### src/wrf_pkg.sv
// Package for the watchdog and reset-cause flag block.
// Assumes a 40 MHz system clock and a free-running 1 MHz watchdog oscillator input.
package wrf_pkg;

  // ==========================================================================
  // Clocking
  localparam int unsigned SYS_CLK_HZ    = 40_000_000;
  localparam int unsigned DOG_OSC_HZ    = 1_000_000;
  localparam int unsigned UNLOCK_CYCLES = 4;
  localparam logic [2:0]  UNLOCK_LAST   = 3'(UNLOCK_CYCLES - 1);

  // ==========================================================================
  // Register map (byte addresses on the register port)
  localparam logic [3:0] ADDR_FLAGS = 4'h0;
  localparam logic [3:0] ADDR_CTRL  = 4'h1;

  // ==========================================================================
  // Control register fields
  localparam int unsigned CTRL_UNLOCK_BIT = 4;
  localparam int unsigned CTRL_ENABLE_BIT = 3;
  localparam int unsigned CTRL_SEL_LSB    = 0;
  localparam logic [7:0]  CTRL_RESET      = 8'h00;

  // ==========================================================================
  // Reset-cause flag fields
  localparam int unsigned FLAG_SCAN_BIT  = 4;
  localparam int unsigned FLAG_DOG_BIT   = 3;
  localparam int unsigned FLAG_BROWN_BIT = 2;
  localparam int unsigned FLAG_PIN_BIT   = 1;
  localparam int unsigned FLAG_POWER_BIT = 0;
  localparam logic [4:0]  FLAGS_AT_POR   = 5'h01;

  // ==========================================================================
  // Time-out counter
  localparam int unsigned CNT_W          = 22;
  localparam logic [CNT_W-1:0] TIMEOUT_BASE = 22'h004000;

  // ==========================================================================
  // Types
  typedef enum logic [2:0] {
    DOG_OFF  = 3'b001,
    DOG_RUN  = 3'b010,
    DOG_FIRE = 3'b100
  } wrf_dog_e;

  typedef struct packed {
    logic [3:0] addr;
    logic [7:0] wdata;
    logic       wr;
    logic       rd;
  } wrf_bus_req_s;

  typedef struct packed {
    logic scan_reset;
    logic brownout;
    logic pin_reset;
    logic powerup;
  } wrf_cause_s;

  // Oscillator cycles in one period for a prescale code
  function automatic logic [CNT_W-1:0] wrf_limit(input logic [CNT_W-1:0] base,
                                                 input logic [2:0]       sel);
    wrf_limit = base << sel;
  endfunction : wrf_limit

endpackage : wrf_pkg

### src/wrf_top.sv
// Watchdog timer with protected turn-off, plus sticky reset-cause flags.
// Assumes a register port with one-cycle strobes and the reset controller
// outside, which feeds cause pulses in and turns the time-out pulse into a chip reset.
//
// Our own choices: the register addresses and the plain strobed port.
`timescale 1ns/100ps
module wrf_top #(
  parameter logic [21:0] TIMEOUT_BASE = wrf_pkg::TIMEOUT_BASE
) (
  input  wire logic                  sys_clk,
  input  wire logic                  resetn,
  input  wire logic                  dog_osc,
  input  wire wrf_pkg::wrf_bus_req_s bus_req,
  input  wire logic                  restart_strobe,
  input  wire wrf_pkg::wrf_cause_s   cause_in,
  output logic [7:0]                 rd_data_q,
  output logic                       dog_reset_q,
  output logic                       dog_enable_q
);

  // ==========================================================================
  // Declarations
  wrf_pkg::wrf_dog_e           state_q;
  wrf_pkg::wrf_dog_e           state_d;
  logic [wrf_pkg::CNT_W-1:0]   count_q;
  logic [wrf_pkg::CNT_W-1:0]   count_d;
  logic [wrf_pkg::CNT_W-1:0]   limit;
  logic [2:0]                  sel_q;
  logic [4:0]                  flags_q;
  logic [4:0]                  flags_d;
  logic                        osc_tick;
  logic                        unlock_open;
  logic                        unlock_arm;
  logic                        ctrl_wr;
  logic                        flags_wr;
  logic                        expire;
  logic                        enable_d;

  // ==========================================================================
  // Register port decode
  always_comb begin
    ctrl_wr  = bus_req.wr && (bus_req.addr == wrf_pkg::ADDR_CTRL);
    flags_wr = bus_req.wr && (bus_req.addr == wrf_pkg::ADDR_FLAGS);
  end

  // ==========================================================================
  // Oscillator edges
  // The oscillator is sampled rather than used as a clock, so every
  // control change and the time-out already live in the system domain.
  wrf_osc_sync u_osc_sync (
    .sys_clk    (sys_clk),
    .resetn     (resetn),
    .osc_in     (dog_osc),
    .osc_tick_q (osc_tick)
  );

  // ==========================================================================
  // Turn-off unlock window
  always_comb begin
    unlock_arm = ctrl_wr && bus_req.wdata[wrf_pkg::CTRL_UNLOCK_BIT];
  end

  wrf_unlock_timer u_unlock (
    .sys_clk (sys_clk),
    .resetn  (resetn),
    .arm     (unlock_arm),
    .open_q  (unlock_open)
  );

  // ==========================================================================
  // Enable bit with turn-off protection
  always_comb begin
    enable_d = dog_enable_q;
    if (ctrl_wr) begin
      if (bus_req.wdata[wrf_pkg::CTRL_ENABLE_BIT]) begin
        enable_d = 1'b1;
      end else if (unlock_open) begin
        enable_d = 1'b0;
      end else begin
        enable_d = dog_enable_q;
      end
    end
  end

  always_ff @(posedge sys_clk) begin
    if (!resetn) begin
      dog_enable_q <= wrf_pkg::CTRL_RESET[wrf_pkg::CTRL_ENABLE_BIT];
    end else begin
      dog_enable_q <= enable_d;
    end
  end

  // ==========================================================================
  // Prescale select
  // Taken on every control write; a change lands mid-period and the
  // new limit applies to the count already reached.
  always_ff @(posedge sys_clk) begin
    if (!resetn) begin
      sel_q <= wrf_pkg::CTRL_RESET[2:0];
    end else if (ctrl_wr) begin
      sel_q <= bus_req.wdata[wrf_pkg::CTRL_SEL_LSB +: 3];
    end
  end

  always_comb begin
    limit = wrf_pkg::wrf_limit(TIMEOUT_BASE, sel_q);
  end

  // ==========================================================================
  // Watchdog state machine
  always_comb begin
    expire = (state_q == wrf_pkg::DOG_RUN) && osc_tick && !restart_strobe
             && (count_q >= limit - 22'h000001);
  end

  always_comb begin
    case (state_q)
      wrf_pkg::DOG_OFF: begin
        state_d = dog_enable_q ? wrf_pkg::DOG_RUN : wrf_pkg::DOG_OFF;
      end
      wrf_pkg::DOG_RUN: begin
        if (!dog_enable_q) begin
          state_d = wrf_pkg::DOG_OFF;
        end else if (expire) begin
          state_d = wrf_pkg::DOG_FIRE;
        end else begin
          state_d = wrf_pkg::DOG_RUN;
        end
      end
      wrf_pkg::DOG_FIRE: begin
        state_d = dog_enable_q ? wrf_pkg::DOG_RUN : wrf_pkg::DOG_OFF;
      end
      default: begin
        state_d = wrf_pkg::DOG_OFF;
      end
    endcase
  end

  always_ff @(posedge sys_clk) begin
    if (!resetn) begin
      state_q <= wrf_pkg::DOG_OFF;
    end else begin
      state_q <= state_d;
    end
  end

  // ==========================================================================
  // Time-out counter
  always_comb begin
    count_d = count_q;
    if (state_q != wrf_pkg::DOG_RUN) begin
      count_d = '0;
    end else if (restart_strobe) begin
      count_d = '0;
    end else if (expire) begin
      count_d = '0;
    end else if (osc_tick) begin
      count_d = count_q + 22'h000001;
    end
  end

  always_ff @(posedge sys_clk) begin
    if (!resetn) begin
      count_q <= '0;
    end else begin
      count_q <= count_d;
    end
  end

  // ==========================================================================
  // Reset request pulse
  // One cycle wide; the reset controller starts its delay on the fall.
  always_ff @(posedge sys_clk) begin
    if (!resetn) begin
      dog_reset_q <= 1'b0;
    end else begin
      dog_reset_q <= (state_d == wrf_pkg::DOG_FIRE);
    end
  end

  // ==========================================================================
  // Reset-cause flags
  // Not cleared by resetn: the flags must survive the very reset they
  // record. Only a power-on pulse gives them a defined value.
  always_comb begin
    flags_d = flags_q;
    if (flags_wr) begin
      flags_d = flags_q & bus_req.wdata[4:0];
    end
    if (cause_in.powerup) begin
      flags_d = wrf_pkg::FLAGS_AT_POR;
    end
    // Hardware sets win over software clears
    if (cause_in.scan_reset) begin
      flags_d[wrf_pkg::FLAG_SCAN_BIT] = 1'b1;
    end
    if (dog_reset_q) begin
      flags_d[wrf_pkg::FLAG_DOG_BIT] = 1'b1;
    end
    if (cause_in.brownout) begin
      flags_d[wrf_pkg::FLAG_BROWN_BIT] = 1'b1;
    end
    if (cause_in.pin_reset) begin
      flags_d[wrf_pkg::FLAG_PIN_BIT] = 1'b1;
    end
  end

  always_ff @(posedge sys_clk) begin
    flags_q <= flags_d;
  end

  // ==========================================================================
  // Read data
  // Stands only in the cycle after the read strobe, zero otherwise.
  always_ff @(posedge sys_clk) begin
    if (!resetn) begin
      rd_data_q <= 8'h00;
    end else if (bus_req.rd) begin
      case (bus_req.addr)
        wrf_pkg::ADDR_FLAGS: begin
          rd_data_q <= {3'h0, flags_q};
        end
        wrf_pkg::ADDR_CTRL: begin
          rd_data_q <= {3'h0, unlock_open, dog_enable_q, sel_q};
        end
        default: begin
          rd_data_q <= 8'h00;
        end
      endcase
    end else begin
      rd_data_q <= 8'h00;
    end
  end

endmodule : wrf_top

### src/wrf_osc_sync.sv
// Samples the watchdog oscillator and gives a one-cycle tick per rising edge.
// Assumes the oscillator runs well below half the system clock rate.
`timescale 1ns/100ps
module wrf_osc_sync (
  input  wire logic sys_clk,
  input  wire logic resetn,
  input  wire logic osc_in,
  output logic      osc_tick_q
);

  logic meta_q;
  logic sync_q;
  logic last_q;

  // ==========================================================================
  // Two-flop synchroniser, then edge detect on the settled stage
  always_ff @(posedge sys_clk) begin
    if (!resetn) begin
      meta_q <= 1'b0;
      sync_q <= 1'b0;
      last_q <= 1'b0;
    end else begin
      meta_q <= osc_in;
      sync_q <= meta_q;
      last_q <= sync_q;
    end
  end

  always_ff @(posedge sys_clk) begin
    if (!resetn) begin
      osc_tick_q <= 1'b0;
    end else begin
      osc_tick_q <= sync_q & ~last_q;
    end
  end

endmodule : wrf_osc_sync

### src/wrf_unlock_timer.sv
// Holds the turn-off unlock window open for a fixed count of system cycles.
// Assumes arm is a one-cycle pulse from a register write.
`timescale 1ns/100ps
module wrf_unlock_timer (
  input  wire logic sys_clk,
  input  wire logic resetn,
  input  wire logic arm,
  output logic      open_q
);

  logic [2:0] left_q;

  // ==========================================================================
  // Window counter; re-arming restarts the full window
  always_ff @(posedge sys_clk) begin
    if (!resetn) begin
      open_q <= 1'b0;
      left_q <= 3'h0;
    end else if (arm) begin
      open_q <= 1'b1;
      left_q <= wrf_pkg::UNLOCK_LAST;
    end else if (open_q) begin
      if (left_q == 3'h0) begin
        open_q <= 1'b0;
      end else begin
        left_q <= left_q - 3'h1;
      end
    end
  end

endmodule : wrf_unlock_timer

### config.mk
export PLATFORM = sky130hd
export DESIGN_NAME = wrf_top
export DESIGN_NICKNAME = d
export VERILOG_FILES = /design/src/wrf_pkg.sv /design/src/wrf_top.sv /design/src/wrf_osc_sync.sv /design/src/wrf_unlock_timer.sv
export SDC_FILE = /design/constraint.sdc
export NUM_CORES = 1
export LEC_CHECK = 0
export ABC_AREA = 1
export BUFFER_PORTS_ARGS = -buffer_cell sky130_fd_sc_hd__buf_4
export CAP_MARGIN = 0
export CORE_MARGIN = 3
export CORE_UTILIZATION = 25
export CTS_CLUSTER_SIZE = 8
export DETAILED_ROUTE_END_ITERATION = 10
export PLACE_DENSITY = 0.53
export SYNTH_ARGS = -nofsm -noshare
export SYNTH_HDL_FRONTEND = slang
export SYNTH_SLANG_ARGS = --single-unit
### constraint.sdc
create_clock -name sys_clk -period 2.1 [get_ports sys_clk]
set_input_delay 0.315 -clock sys_clk [delete_from_list [all_inputs] [get_ports sys_clk]]
set_output_delay 0.315 -clock sys_clk [all_outputs]
set_load 0.02 [all_outputs]
==> results.md <==
- Detailed Route WL: 4.70 mm
- EDFF count, synth: 0
- Longest Clk Path Bufs: 2
- Starting density of the core: 0.261
- Port buffer count: 25
- Clock Latency Late Sink: 0.30 ns
- Post-CTS Hold Buffers: 0
- Register area share after synthesis: 0.392
- Die H: 105 µm
- Initial antenna violation count: 0
- Peak supply drop: 0.198 mV
- Antenna Nets Post-Route: 0
- Pins over their slew limit: 0
- Hold Path Origin: dog_osc
- Area Growth Syn to Fin: 16.9%
- Synth async-reset ratio: 0
- Period utilisation layout: 0.889
- Most common library cell in the layout ignoring fill and taps: nand2_1
- Total GRT Usage: 0.0873
- Core Area: 0.00937 mm²
- Gate Count Post-Synth: 333
- Dpl hpwl: between 3 and 4 mm
- Crit Path Class: register to register
- Slew margin rel.: 0.624
- Final #Nets: 394
- Final setup vio count: 0
- Most frequent cells in the layout: nand2_1 (73), dfxtp_1 (48), nor2_1 (44)
- Layout Skew: 0.00585 ns
- Rows: 35
- Number of max-cap violations: 0
- Via count: roughly 2,000
- Vias per inst: 4.10
- DRC: 0
- Crit end category: register
- WHS Path Cells: 3
- Setup Buffers After CTS: 0
- Startpoint types: register
- Num Clock Sinks: 48
- Die Area: 0.0110 mm²
- Max Fclk: 536 MHz
- Vias in the first global route: 1,854
- Post-Syn Area: 0.00245 mm²
- TritonCTS clock tree: yes
- Synth warn: 0
- Fin crit period: between 1.5 and 2 ns
- FF-to-FF Start: sel_q[1]
- Largest net degree at the start of global routing: 23
- Power Density: 579 mW/mm²
- Post_cts resized: 0
- Chip width: 105 µm
- CTS H-tree lvls: 2
- RePlAce Congestion: 0.763
- Flop-to-flop setup slack: 0.23 ns
- Hold Path Sink: u_osc_sync.meta_q
- RSZ-0062 raised after global routing: no
- Data required, critical path: ~2.3 ns
- Ys flop type: dfxtp_1
- Worst min path class: input pin to register
- Measured slew at the worst slew-check pin: about 0.56 ns
- Drt pass-1 iters: 4
- Initial DRC count: 48
- Post-DR wirelength/cell: approximately 9.6 µm
- Diode count: 0
- Reg2reg path depth: 11
- RR Endpoint: count_q[13]
- TritonCTS buffer count: 5
- Worst endpoint data arrival time: 2.05 ns
- Netlist cell types: 25
- Gr ovfl total: 0
- Io pins: 32
- Fillers: between 1,000 and 1,500
- Clock root buffer: clkbuf_8
- Clock transition at path regs: 0.09 ns
- First-pass GRT wire length: 8.06 mm
- Pleak: 1.14 nW
- Avg Cell Area, Syn: 7.35 µm²
- Critical path peak fanout: 22
- Fin util: 0.305
- Yosys reg bits: 48
- Layout cells sized above 1: 0.174
- Hold Vio Cnt, Final: 0
- Fin Setup TNS: 0 ns
- Status: completed
-- layer usage --
| layer | vias up | wire length (µm) | track usage |
|---|---|---|---|
| li1 | 1087 | - | - |
| met1 | 899 | 2360 | 0.114 |
| met2 | 20 | 2130 | 0.141 |
| met3 | 8 | 141 | 0.0179 |
| met4 | 0 | 75 | 0.0337 |
| met5 | - | 0 | 0 |
-- layout make-up --
cell class / instances / area, µm² / share of cell area
Multi-Input combinational cell: 238 / 1270 / 0.444
Sequential cell: 48 / 961 / 0.336
Timing Repair Buffer: 28 / 210 / 0.0734
Tap cell: 129 / 161 / 0.0564
Inverter: 40 / 150 / 0.0524
Clock buffer: 6 / 72.6 / 0.0253
Clock inverter: 2 / 35.0 / 0.0122
-- critical path, cell delays in order (launching register included) --
cell	delay, ns
dfxtp_1	0.43
nand3_1	0.11
ha_1	0.28
nand2_1	0.06
nor2_1	0.15
nand2_1	0.09
nor2_1	0.12
nand2_2	0.07
nand2_2	0.10
nand2_4	0.08
nand2_8	0.20
nor2_1	0.06
-- cells in the mapped netlist (3+ instances only) --
cell	number	area, µm²
a21oi_1	13	65.1
clkbuf_1	3	11.3
nor2_1	44	165
o21ai_0	8	40.0
ha_1	11	138
xnor2_1	7	61.3
dfxtp_1	48	961
o21bai_1	4	30.0
nand4_1	6	37.5
inv_1	40	150
buf_4	4	30.0
nand3_1	24	120
nor3_1	6	30.0
nand2_2	5	31.3
xor2_1	7	61.3
nand2_1	73	274
nor2_2	18	113
-- sequential cells by signal, indices dropped and copies added, names as in the netlist --
name / count
flags_q: 5
u_osc_sync.sync_q: 1
dog_reset_q: 1
u_osc_sync.last_q: 1
u_osc_sync.meta_q: 1
count_q: 22
u_unlock.left_q: 3
u_osc_sync.osc_tick_q: 1
rd_data_q: 5
u_unlock.open_q: 1
state_q: 3
dog_enable_q: 1
sel_q: 3
-- stage by stage --
step / cells / setup WS [ns] / power (mW) / hold WS, ns / cell area [µm²]
2_1_floorplan: 335 / 0.288 / 0.991 / 0.368 / 2460
3_3_place_gp: 483 / 0.152 / 1.03 / 0.374 / 2750
3_5_place_dp: 483 / 0.127 / 1.03 / 0.379 / 2750
4_1_cts: 491 / 0.0866 / 1.69 / 0.190 / 2850
5_1_grt: 491 / 0.0271 / 1.74 / 0.190 / 2860
6_report: 491 / 0.233 / 1.66 / 0.199 / 2860
-- worst max path at each step --
stage,startpoint,endpoint,slack (ns),cells after the start
finish,sel_q[1],count_q[13],0.23,11
floorplan,sel_q[1],count_q[3],0.29,13
global route,sel_q[1],count_q[13],0.03,11
CTS,sel_q[1],count_q[13],0.09,11
detailed placement,sel_q[1],count_q[17],0.13,11
global placement,sel_q[1],count_q[13],0.15,11
-- logic make-up (layout without fill, tap and decap cells) --
| logic type | Yosys count | in the layout | share of synthesized area |
|---|---|---|---|
| DFF | 48 | 48 | 0.392 |
| buffers and inverters | 49 | 76 | 0.0945 |
| AOI/OAI and AO/OA | 27 | 27 | 0.0623 |
| other | 2 | 4 | 0.00307 |
| adders and majority gates | 11 | 11 | 0.0562 |
| muxes | 1 | 1 | 0.00409 |
| xor gates and xnor gates | 14 | 14 | 0.0501 |
| and+or+nand+nor | 181 | 181 | 0.337 |
-- power breakdown --
part           switching, mW  internal [mW]  leakage, nW  total, mW
clock                  0.299          0.354       0.0552      0.653
combinational         0.0409         0.0375        0.698     0.0785
sequential           0.00657          0.920        0.388      0.926
No activity file was read; power rests on OpenSTA's default activity.
